## config.mk

```make
export PLATFORM = sky130hd
export DESIGN_NAME = deser_config_register_bank
export DESIGN_NICKNAME = d
export VERILOG_FILES = /design/src/design/deser_cfg_pkg.sv /design/src/design/deser_config_register_bank.sv
export SDC_FILE = /design/constraint.sdc
export NUM_CORES = 1
export LEC_CHECK = 0
export ABC_CLOCK_PERIOD_IN_PS = 2400
export BUFFER_PORTS_ARGS = -buffer_cell sky130_fd_sc_hd__buf_2
export CAP_MARGIN = 30
export CORE_ASPECT_RATIO = 2
export CORE_MARGIN = 5
export CORE_UTILIZATION = 45
export CTS_CLUSTER_SIZE = 16
export DETAILED_ROUTE_END_ITERATION = 12
export PLACE_DENSITY_LB_ADDON = 0.2
export SYNTH_ARGS = -nofsm -noshare
export SYNTH_HDL_FRONTEND = slang
export SYNTH_SLANG_ARGS = --single-unit
export TNS_END_PERCENT = 30
```

## constraint.sdc

```tcl
create_clock -name clk -period 2.4 [get_ports clk]
set_input_delay 0.36 -clock clk [delete_from_list [all_inputs] [get_ports clk]]
set_output_delay 0.36 -clock clk [all_outputs]
set_load 0.05 [all_outputs]
```

## src/design/deser_cfg_pkg.sv

```systemverilog
// constants, field layout and types of the deserializer configuration bank
// assumes one 25 MHz core clock and a serial control bus sampled on that clock
package deser_cfg_pkg;

   // ----------------------------------------
   // register indices and reset values
   // ----------------------------------------
   localparam int NUM_REGS = 3;
   localparam logic [7:0] IDX_MAIN_CONFIG = 8'h00;
   localparam logic [7:0] IDX_BUS_ADDRESS = 8'h01;
   localparam logic [7:0] IDX_OUTPUT_FEATURES = 8'h02;
   localparam logic [7:0] RST_MAIN_CONFIG = 8'h00;
   localparam logic [7:0] RST_BUS_ADDRESS = 8'h70;
   localparam logic [7:0] RST_OUTPUT_FEATURES = 8'h00;
   localparam logic [7:0] UNMAPPED_READ = 8'h00;

   // ----------------------------------------
   // field positions
   // ----------------------------------------
   localparam int MAIN_LOW_FREQ = 7;
   localparam int MAIN_PCLK_SLEW = 6;
   localparam int MAIN_DATA_SLEW = 5;
   localparam int MAIN_STROBE = 4;
   localparam int MAIN_MODE_HI = 3;
   localparam int MAIN_MODE_LO = 2;
   localparam int MAIN_SLEEP = 1;
   localparam int MAIN_REG_SRC = 0;
   localparam int ADDR_SRC = 7;
   localparam int ADDR_HI = 6;
   localparam int FEAT_RELEASE = 7;
   localparam int FEAT_SLEEP_TRI = 6;
   localparam int FEAT_MAP_HI = 5;
   localparam int FEAT_MAP_LO = 4;
   localparam int FEAT_BYPASS = 3;
   localparam int FEAT_OSC_HI = 2;

   // ----------------------------------------
   // strap-selected bus addresses
   // ----------------------------------------
   localparam logic [6:0] STRAP_ADDR_0 = 7'h71;
   localparam logic [6:0] STRAP_ADDR_1 = 7'h72;
   localparam logic [6:0] STRAP_ADDR_2 = 7'h73;
   localparam logic [6:0] STRAP_ADDR_3 = 7'h76;

   // ----------------------------------------
   // timing
   // ----------------------------------------
   localparam int CLK_FREQ_MHZ = 25;
   localparam int STARTUP_TIME_US = 10000;
   localparam int STARTUP_CYCLES = STARTUP_TIME_US * CLK_FREQ_MHZ;
   localparam logic [2:0] BYTE_LAST_BIT = 3'h7;

   // ----------------------------------------
   // types
   // ----------------------------------------
   typedef enum logic [1:0] {
      mode_normal_unfiltered,
      mode_normal_filtered,
      mode_legacy_a,
      mode_legacy_b
   } op_mode_t;

   typedef struct packed {
      logic low_freq_range;
      logic pixel_clock_slew_boost;
      logic data_slew_boost;
      logic strobe_edge_select;
      op_mode_t op_mode;
   } pin_cfg_t;

   typedef struct packed {
      pin_cfg_t core;
      logic sleep;
      logic sleep_output_state_select;
      logic [1:0] legacy_lsb_map;
      logic [2:0] internal_osc_freq_select;
      logic outputs_force_low;
   } dev_cfg_t;

   typedef enum logic [2:0] {
      st_idle,
      st_addr,
      st_addr_ack,
      st_pointer,
      st_write_ack,
      st_write_data,
      st_read_data,
      st_read_ack
   } bus_state_t;

endpackage : deser_cfg_pkg

```

## src/design/deser_config_register_bank.sv

```systemverilog
// configuration register bank of the video link deserializer, behind an
// i2c-compatible serial control bus; effective settings leave as a struct
// assumes scl/sda and all straps are synchronous to clk and far slower than it
//
// Summary of operation
// - register 0 bit 7 picks low (5-20 MHz) or normal pixel clock range
// - register 0 bit 6 boosts pixel clock output slew
// - register 0 bit 5 boosts data output slew
// - register 0 bit 4 picks rising or falling output strobe edge
// - register 0 bits 3:2 pick normal, filtered or one of two legacy modes
// - register 0 bit 1 enters sleep; registers keep their contents
// - register 0 bit 0 takes settings from registers instead of pins
// - register 1 bit 7 takes bus address from register instead of strap
// - register 2 bit 7 low forces outputs low; high releases them
// - the force-low control only takes effect while link is locked
// - register 2 bit 6 picks low or tri-state outputs during sleep
// - register 2 bits 5:4 pick the extra colour lsb in legacy modes set from register 0
// - in register mode, register 2 bit 3 disables force-low feature regardless of strap
// - registers 0 and 2 reset to zero, register 1 to 0x70
// - writing 0x01 to register 0 hands configuration to registers
// - device acks its address and each written byte, stops on stop
`timescale 1ns/1ps

module deser_config_register_bank #(
   parameter int STARTUP_CYCLES = deser_cfg_pkg::STARTUP_CYCLES
) (
   // clock and reset
   input wire logic clk,
   input wire logic rst_n,
   // serial control bus, open drain
   input wire logic scl_in,
   input wire logic sda_in,
   output logic sda_out,
   output logic sda_oe,
   // straps and link status
   input wire logic [1:0] address_strap_pin,
   input wire deser_cfg_pkg::pin_cfg_t pin_cfg,
   input wire logic force_low_strap,
   input wire logic link_locked,
   // effective configuration
   output deser_cfg_pkg::dev_cfg_t cfg,
   output logic [6:0] device_bus_address,
   output logic bus_ready
);

   localparam int CNT_W = $clog2(STARTUP_CYCLES + 1);

   // ----------------------------------------
   // functions
   // ----------------------------------------
   function automatic logic is_mapped(input logic [7:0] idx);
      is_mapped = idx < 8'(deser_cfg_pkg::NUM_REGS);
   endfunction : is_mapped

   function automatic logic [7:0] reset_value(input int idx);
      unique case (idx)
         1: reset_value = deser_cfg_pkg::RST_BUS_ADDRESS;
         2: reset_value = deser_cfg_pkg::RST_OUTPUT_FEATURES;
         default: reset_value = deser_cfg_pkg::RST_MAIN_CONFIG;
      endcase
   endfunction : reset_value

   function automatic logic [6:0] strap_address(input logic [1:0] code);
      unique case (code)
         2'h0: strap_address = deser_cfg_pkg::STRAP_ADDR_0;
         2'h1: strap_address = deser_cfg_pkg::STRAP_ADDR_1;
         2'h2: strap_address = deser_cfg_pkg::STRAP_ADDR_2;
         default: strap_address = deser_cfg_pkg::STRAP_ADDR_3;
      endcase
   endfunction : strap_address

   // ----------------------------------------
   // storage and state
   // ----------------------------------------
   logic [7:0] regs [0:deser_cfg_pkg::NUM_REGS-1];
   deser_cfg_pkg::bus_state_t state;
   deser_cfg_pkg::bus_state_t next_state;
   logic [2:0] bit_cnt;
   logic [2:0] next_bit_cnt;
   logic [7:0] shift;
   logic [7:0] next_shift;
   logic [7:0] ptr;
   logic [7:0] next_ptr;
   logic rw;
   logic next_rw;
   logic ack_phase;
   logic next_ack_phase;
   logic next_drive;
   logic wr_en;
   logic scl_q;
   logic sda_q;
   logic [CNT_W-1:0] startup_cnt;
   deser_cfg_pkg::dev_cfg_t next_cfg;
   logic [6:0] next_address;

   // ----------------------------------------
   // bus event decode
   // ----------------------------------------
   wire scl_rise = scl_in & ~scl_q;
   wire scl_fall = ~scl_in & scl_q;
   wire start_cond = scl_in & scl_q & sda_q & ~sda_in;
   wire stop_cond = scl_in & scl_q & ~sda_q & sda_in;
   wire [7:0] rx_byte = {shift[6:0], sda_in};
   wire last_bit = bit_cnt == deser_cfg_pkg::BYTE_LAST_BIT;
   wire addr_match = rx_byte[7:1] == device_bus_address;
   wire [7:0] rd_byte = is_mapped(ptr) ? regs[ptr[1:0]] : deser_cfg_pkg::UNMAPPED_READ;
   wire tx_bit = rd_byte[deser_cfg_pkg::BYTE_LAST_BIT - bit_cnt];
   wire [7:0] ptr_inc = ptr + 8'h01;

   always_ff @(posedge clk) begin
      if (!rst_n) begin
         scl_q <= 1'b1;
         sda_q <= 1'b1;
      end else begin
         scl_q <= scl_in;
         sda_q <= sda_in;
      end
   end

   // ----------------------------------------
   // start-up hold-off
   // ----------------------------------------
   // the bus stays deaf until the delay expires, so an early host just sees nacks
   always_ff @(posedge clk) begin
      if (!rst_n) begin
         startup_cnt <= '0;
         bus_ready <= 1'b0;
      end else if (!bus_ready) begin
         startup_cnt <= startup_cnt + CNT_W'(1);
         bus_ready <= startup_cnt == CNT_W'(STARTUP_CYCLES - 1);
      end
   end

   // ----------------------------------------
   // serial bus slave
   // ----------------------------------------
   always_comb begin
      next_state = state;
      next_bit_cnt = bit_cnt;
      next_shift = shift;
      next_ptr = ptr;
      next_rw = rw;
      next_ack_phase = ack_phase;
      next_drive = sda_oe;
      wr_en = 1'b0;
      if (!bus_ready) begin
         next_state = deser_cfg_pkg::st_idle;
         next_drive = 1'b0;
      end else if (start_cond) begin
         next_state = deser_cfg_pkg::st_addr;
         next_bit_cnt = '0;
         next_drive = 1'b0;
      end else if (stop_cond) begin
         next_state = deser_cfg_pkg::st_idle;
         next_drive = 1'b0;
      end else begin
         unique case (state)
            deser_cfg_pkg::st_idle: begin
               next_drive = 1'b0;
            end
            deser_cfg_pkg::st_addr,
            deser_cfg_pkg::st_pointer,
            deser_cfg_pkg::st_write_data: begin
               if (scl_rise) begin
                  next_shift = rx_byte;
                  next_bit_cnt = bit_cnt + 3'h1;
                  next_ack_phase = 1'b0;
                  if (last_bit) begin
                     if (state == deser_cfg_pkg::st_addr) begin
                        next_rw = sda_in;
                        next_state = addr_match ? deser_cfg_pkg::st_addr_ack : deser_cfg_pkg::st_idle;
                     end else if (state == deser_cfg_pkg::st_pointer) begin
                        next_ptr = rx_byte;
                        next_state = deser_cfg_pkg::st_write_ack;
                     end else begin
                        wr_en = 1'b1;
                        next_ptr = ptr_inc;
                        next_state = deser_cfg_pkg::st_write_ack;
                     end
                  end
               end
            end
            deser_cfg_pkg::st_addr_ack,
            deser_cfg_pkg::st_write_ack: begin
               if (scl_fall) begin
                  if (!ack_phase) begin
                     next_drive = 1'b1;
                     next_ack_phase = 1'b1;
                  end else begin
                     next_ack_phase = 1'b0;
                     next_bit_cnt = '0;
                     if (state == deser_cfg_pkg::st_addr_ack && rw) begin
                        next_state = deser_cfg_pkg::st_read_data;
                        next_drive = ~rd_byte[7];
                     end else begin
                        next_drive = 1'b0;
                        next_state = state == deser_cfg_pkg::st_addr_ack ?
                                     deser_cfg_pkg::st_pointer : deser_cfg_pkg::st_write_data;
                     end
                  end
               end
            end
            deser_cfg_pkg::st_read_data: begin
               if (scl_fall) begin
                  next_drive = ~tx_bit;
               end
               if (scl_rise) begin
                  next_bit_cnt = bit_cnt + 3'h1;
                  if (last_bit) begin
                     next_state = deser_cfg_pkg::st_read_ack;
                  end
               end
            end
            deser_cfg_pkg::st_read_ack: begin
               if (scl_fall) begin
                  next_drive = 1'b0;
               end
               if (scl_rise) begin
                  next_bit_cnt = '0;
                  // a master nack ends the read and returns us to idle at once, before any stop
                  if (!sda_in) begin
                     next_ptr = ptr_inc;
                     next_state = deser_cfg_pkg::st_read_data;
                  end else begin
                     next_state = deser_cfg_pkg::st_idle;
                  end
               end
            end
         endcase
      end
   end

   always_ff @(posedge clk) begin
      if (!rst_n) begin
         state <= deser_cfg_pkg::st_idle;
         bit_cnt <= '0;
         shift <= '0;
         ptr <= '0;
         rw <= 1'b0;
         ack_phase <= 1'b0;
         sda_oe <= 1'b0;
         sda_out <= 1'b0;
      end else begin
         state <= next_state;
         bit_cnt <= next_bit_cnt;
         shift <= next_shift;
         ptr <= next_ptr;
         rw <= next_rw;
         ack_phase <= next_ack_phase;
         sda_oe <= next_drive;
         sda_out <= 1'b0;
      end
   end

   // ----------------------------------------
   // register file
   // ----------------------------------------
   // out-of-range pointers still ack, but nothing is stored
   genvar gi;
   generate
      for (gi = 0; gi < deser_cfg_pkg::NUM_REGS; gi++) begin : g_reg
         wire hit = wr_en & is_mapped(ptr) & (ptr[1:0] == 2'(gi));
         always_ff @(posedge clk) begin
            if (!rst_n) begin
               regs[gi] <= reset_value(gi);
            end else if (hit) begin
               regs[gi] <= rx_byte;
            end
         end
      end
   endgenerate

   // ----------------------------------------
   // effective configuration
   // ----------------------------------------
   wire [7:0] main_reg = regs[0];
   wire [7:0] addr_reg = regs[1];
   wire [7:0] feat_reg = regs[2];
   wire reg_src = main_reg[deser_cfg_pkg::MAIN_REG_SRC];
   wire legacy = main_reg[deser_cfg_pkg::MAIN_MODE_HI];
   wire feature_on = force_low_strap & ~(reg_src & feat_reg[deser_cfg_pkg::FEAT_BYPASS]);

   assign next_cfg.core.low_freq_range = reg_src ?
      main_reg[deser_cfg_pkg::MAIN_LOW_FREQ] : pin_cfg.low_freq_range;
   assign next_cfg.core.pixel_clock_slew_boost = reg_src ?
      main_reg[deser_cfg_pkg::MAIN_PCLK_SLEW] : pin_cfg.pixel_clock_slew_boost;
   assign next_cfg.core.data_slew_boost = reg_src ?
      main_reg[deser_cfg_pkg::MAIN_DATA_SLEW] : pin_cfg.data_slew_boost;
   assign next_cfg.core.strobe_edge_select = reg_src ?
      main_reg[deser_cfg_pkg::MAIN_STROBE] : pin_cfg.strobe_edge_select;
   assign next_cfg.core.op_mode = reg_src ?
      deser_cfg_pkg::op_mode_t'(main_reg[deser_cfg_pkg::MAIN_MODE_HI:deser_cfg_pkg::MAIN_MODE_LO]) :
      pin_cfg.op_mode;
   // sleep has no pin of its own, so pin mode never sleeps
   assign next_cfg.sleep = reg_src & main_reg[deser_cfg_pkg::MAIN_SLEEP];
   assign next_cfg.sleep_output_state_select = reg_src & feat_reg[deser_cfg_pkg::FEAT_SLEEP_TRI];
   // the lsb map means nothing outside legacy modes, so it reads as 00 there
   assign next_cfg.legacy_lsb_map = (reg_src & legacy) ?
      feat_reg[deser_cfg_pkg::FEAT_MAP_HI:deser_cfg_pkg::FEAT_MAP_LO] : 2'h0;
   assign next_cfg.internal_osc_freq_select = reg_src ?
      feat_reg[deser_cfg_pkg::FEAT_OSC_HI:0] : 3'h0;
   // while unlocked the force state is frozen, so writes then have no visible effect
   assign next_cfg.outputs_force_low = link_locked ?
      (feature_on & ~feat_reg[deser_cfg_pkg::FEAT_RELEASE]) : cfg.outputs_force_low;
   assign next_address = addr_reg[deser_cfg_pkg::ADDR_SRC] ?
      addr_reg[deser_cfg_pkg::ADDR_HI:0] : strap_address(address_strap_pin);

   always_ff @(posedge clk) begin
      if (!rst_n) begin
         cfg <= '0;
         device_bus_address <= deser_cfg_pkg::STRAP_ADDR_0;
      end else begin
         cfg <= next_cfg;
         device_bus_address <= next_address;
      end
   end

endmodule : deser_config_register_bank

```

==> Flow_metrics.wiki <==
{| class="wikitable"
! Metric !! Value
|-
| Cell chosen for the clock root || sky130_fd_sc_hd__clkbuf_16
|-
| TritonCTS clock tree || done
|-
| Most common cell on crit path || sky130_fd_sc_hd__nand2_1
|-
| Clock-pin slew reported for the worst setup and hold paths after clock tree synthesis || 60 ps
|-
| Flops & latches, synth || 92
|-
| Tightest Hold Check Type || in -> reg
|-
| Gpl congestion || 0.845
|-
| Number of iterations in the first detailed-routing pass || 4
|-
| Setup Viol. Count Final || 0
|-
| Max Buffers Root-to-Sink || 2
|-
| Synth area leaders || sky130_fd_sc_hd__dfxtp_1 (31%), sky130_fd_sc_hd__edfxtp_1 (16%), sky130_fd_sc_hd__mux2i_1 (6.1%)
|-
| H-tree level count || 3
|-
| Asr flop ratio synth || 0
|-
| Number of primary I/O pins || 38
|-
| Synthesized area divided by synthesized cell count || 9.70 µm²
|-
| Inserted Diodes || 0
|-
| Family with the most delay on the worst path || simple AND/OR/NAND/NOR gates
|-
| Clock Sink Count || 92
|-
| DRC marker count from the first detailed-route iteration || 236
|-
| Nets || 519
|-
| Max-Slew Margin vs Limit || 0.532
|-
| Slowest CP cell || sky130_fd_sc_hd__or4_1
|-
| Largest net degree at the start of global routing || 47
|-
| Proportion of layout cells with a drive suffix above 1 || 0.147
|-
| HPWL reported at the end of detailed placement || 7920 µm
|-
| Cell type with the highest aggregate area in the netlist || sky130_fd_sc_hd__dfxtp_1
|-
| Area of the die || 0.0121 mm²
|-
| Top post-synthesis cells by count || sky130_fd_sc_hd__dfxtp_1 (68), sky130_fd_sc_hd__nand2_1 (44), sky130_fd_sc_hd__and2_1 (36), sky130_fd_sc_hd__nor2_1 (29), sky130_fd_sc_hd__mux2i_1 (27)
|-
| Number of global-route vias before repair || 3471
|-
| Highest clock rate || 0.441 GHz
|-
| Transition time at the pin with the least slew margin || 702 ps
|-
| Final design area excluding fillers || 0.00508 mm²
|-
| Number of warnings printed during yosys synthesis || 0
|-
| Portion of the clock cycle consumed by the worst path in the final layout || 0.945
|-
| Maximum ir drop on the vdd rail || 0.000345 V
|-
| Post-Route WL || 10600 µm
|-
| Series of cell instances along the critical path || ha_1, or4_1, nor2_1, and4_1, nand2_1, nand2_1
|-
| Chip height || 151 µm
|-
| Category of the worst setup path launch point || flip-flop
|-
| Most repeated cell in the gate-level netlist after synthesis || sky130_fd_sc_hd__dfxtp_1
|-
| Number of flops mapped to enable cells by yosys || 24
|-
| Hold buffer count at CTS || 0
|-
| Global-route wire length before repair || 17200 µm
|-
| Remaining routing DRC violations || 0
|-
| Final worst clock skew || 8.51 ps
|-
| Starting density of the core || 0.459
|-
| Max Cap Viol || 0
|-
| Ratio of routed vias to standard cells || 5.40
|-
| Number of buffers and inverters on the critical path || 0
|-
| Number of nets with antenna violations after detailed routing || 0
|-
| Area share of the largest cell type after synthesis || 0.306
|-
| TNS Setup || 0 ps
|-
| Number of vias in the routed layout || 3426
|-
| Prevailing post-synth register cell || sky130_fd_sc_hd__dfxtp_1
|-
| Sequential element share of the synthesized area || 0.468
|-
| Global route overflow || 0
|-
| Critical path start-end classification || reg -> reg
|-
| Max incr delay on CP || 440 ps
|-
| Hold Fails Final Rpt || 0
|-
| Cell count after synthesis || 459
|-
| Required time at the endpoint of the critical path || 2410 ps
|-
| Syn-to-layout area delta || 14.2%
|-
| Post-synth net total || 480
|-
| Die X-Extent || 80.3 µm
|-
| Source-to-sink clock delay at the later pin of the worst-skew pair || 350 ps
|-
| Cell Rows || 51
|-
| Total clock buffers created by CTS || 9
|-
| Setup repair after global routing missed its margin || false
|-
| Pwr per Cell Area || 621 mW/mm²
|-
| Netlist area before placement || 0.00445 mm²
|-
| Total count of max-transition violations in the final report || 0
|-
| Placed instance area || 0.00481 mm²
|-
| Distinct cell type count after synthesis || 63
|-
| Overall routing resource usage || 0.187
|-
| Cell leakage power || 1.87 nW
|-
| Crit. End Element || flip-flop
|-
| Core area || 0.00970 mm²
|-
| Buffers added on ports || 36
|-
| Result of the run || finished clean
|-
| Routed wirelength normalized by instance count || 16.7 µm
|-
| Signal arrival time at the worst endpoint || 2280 ps
|-
| Final critical-path required period || 2270 ps
|-
| Worst Path Max Fanout || 8
|-
| Number of antenna violations at the first check in global routing || 0
|}
## final cells by class
cell class                 instances  area (µm²)
clock inverter                     6        42.5
tap                              132         165
fill                             916        4620
inverter                           6        22.5
multi-input combinational        338        2250
timing repair buffer              51         293
clock buffer                       9         225
sequential                        92        2080
## timing repair
action                                 CTS  global route
endpoints found under the hold margin    0             0
buffers inserted                         0             0
setup endpoints to repair                0             7
gates resized for setup                  0             2
## worst reg2reg max path, cell delays in order, from the launching register on
cell and delay [ps]:
sky130_fd_sc_hd__dfxtp_1 360, sky130_fd_sc_hd__ha_1 260, sky130_fd_sc_hd__or4_1 440, sky130_fd_sc_hd__nor2_1 200, sky130_fd_sc_hd__and4_1 330, sky130_fd_sc_hd__nand2_1 80
sky130_fd_sc_hd__nand2_1 270
## per-stage QoR
| step | setup WS [ps] | power, mW | hold WS [ps] | utilization | std cells |
|---|---|---|---|---|---|
| finish | 132 | 3.16 | 242 | 0.524 | 634 |
| global route | 8.59 | 3.26 | 241 | 0.524 | 634 |
| CTS | 140 | 3.19 | 233 | 0.524 | 634 |
| detailed placement | 151 | 1.90 | 457 | 0.496 | 619 |
| global placement | 147 | 1.89 | 450 | 0.496 | 619 |
| floorplan | 197 | 1.83 | 422 | - | 459 |
## state kept, by name, indices dropped and copies added, names as in the netlist, named ones only
name / count
bus_ready: 1
device_bus_address: 7
ack_phase: 1
state: 3
sda_q: 1
shift: 7
cfg: 14
ptr: 8
startup_cnt: 18
bit_cnt: 3
sda_oe: 1
rw: 1
regs: 24
scl_q: 1
## power breakdown
group          total, mW  switching (mW)  internal, mW
clock               1.29           0.598         0.696
combinational      0.203           0.141        0.0627
sequential          1.66          0.0258          1.63
total               3.16           0.764          2.39
## cells in the final DEF, fill, tap and decap left out, drive strengths merged, types with 14 or more instances in the layout
master,synthesis,layout
and2,36,36
buf,5,51
dfxtp,68,68
edfxtp,24,24
mux2i,27,27
nand2,44,44
nand2b,14,14
nor2,29,29
nor2b,14,14
o21ai,17,17
xnor2,19,19
## layer usage
metal / up-vias / global-route usage / share of wire
li1: 1696 / - / -
met1: 1645 / 0.185 / 0.36
met2: 60 / 0.361 / 0.57
met3: 25 / 0.0305 / 0.029
met4: 0 / 0.0931 / 0.034
met5: - / 0 / 0
## logic make-up after synthesis
family / share of synthesized area
flip-flops: 0.468
multiplexers: 0.0759
AND/OR/NAND/NOR: 0.264
buffers and inverters: 0.0273
adder cells (fa/ha/maj): 0.0219
other: 0.000842
XOR/XNOR: 0.0472
AO/OA/AOI/OAI: 0.0956
## path summary, 6_finish.rpt
kind | startpoint | endpoint | slack (ps) | cells after the start
max | ptr[0] | regs[2][1] | 130 | 6
min | rst_n | sda_q | 240 | 2
max reg2reg | ptr[0] | regs[2][1] | 130 | 6
min reg2reg | cfg[0] | cfg[0] | 470 | 2
Note: power is estimated with default switching activity, not from simulation.
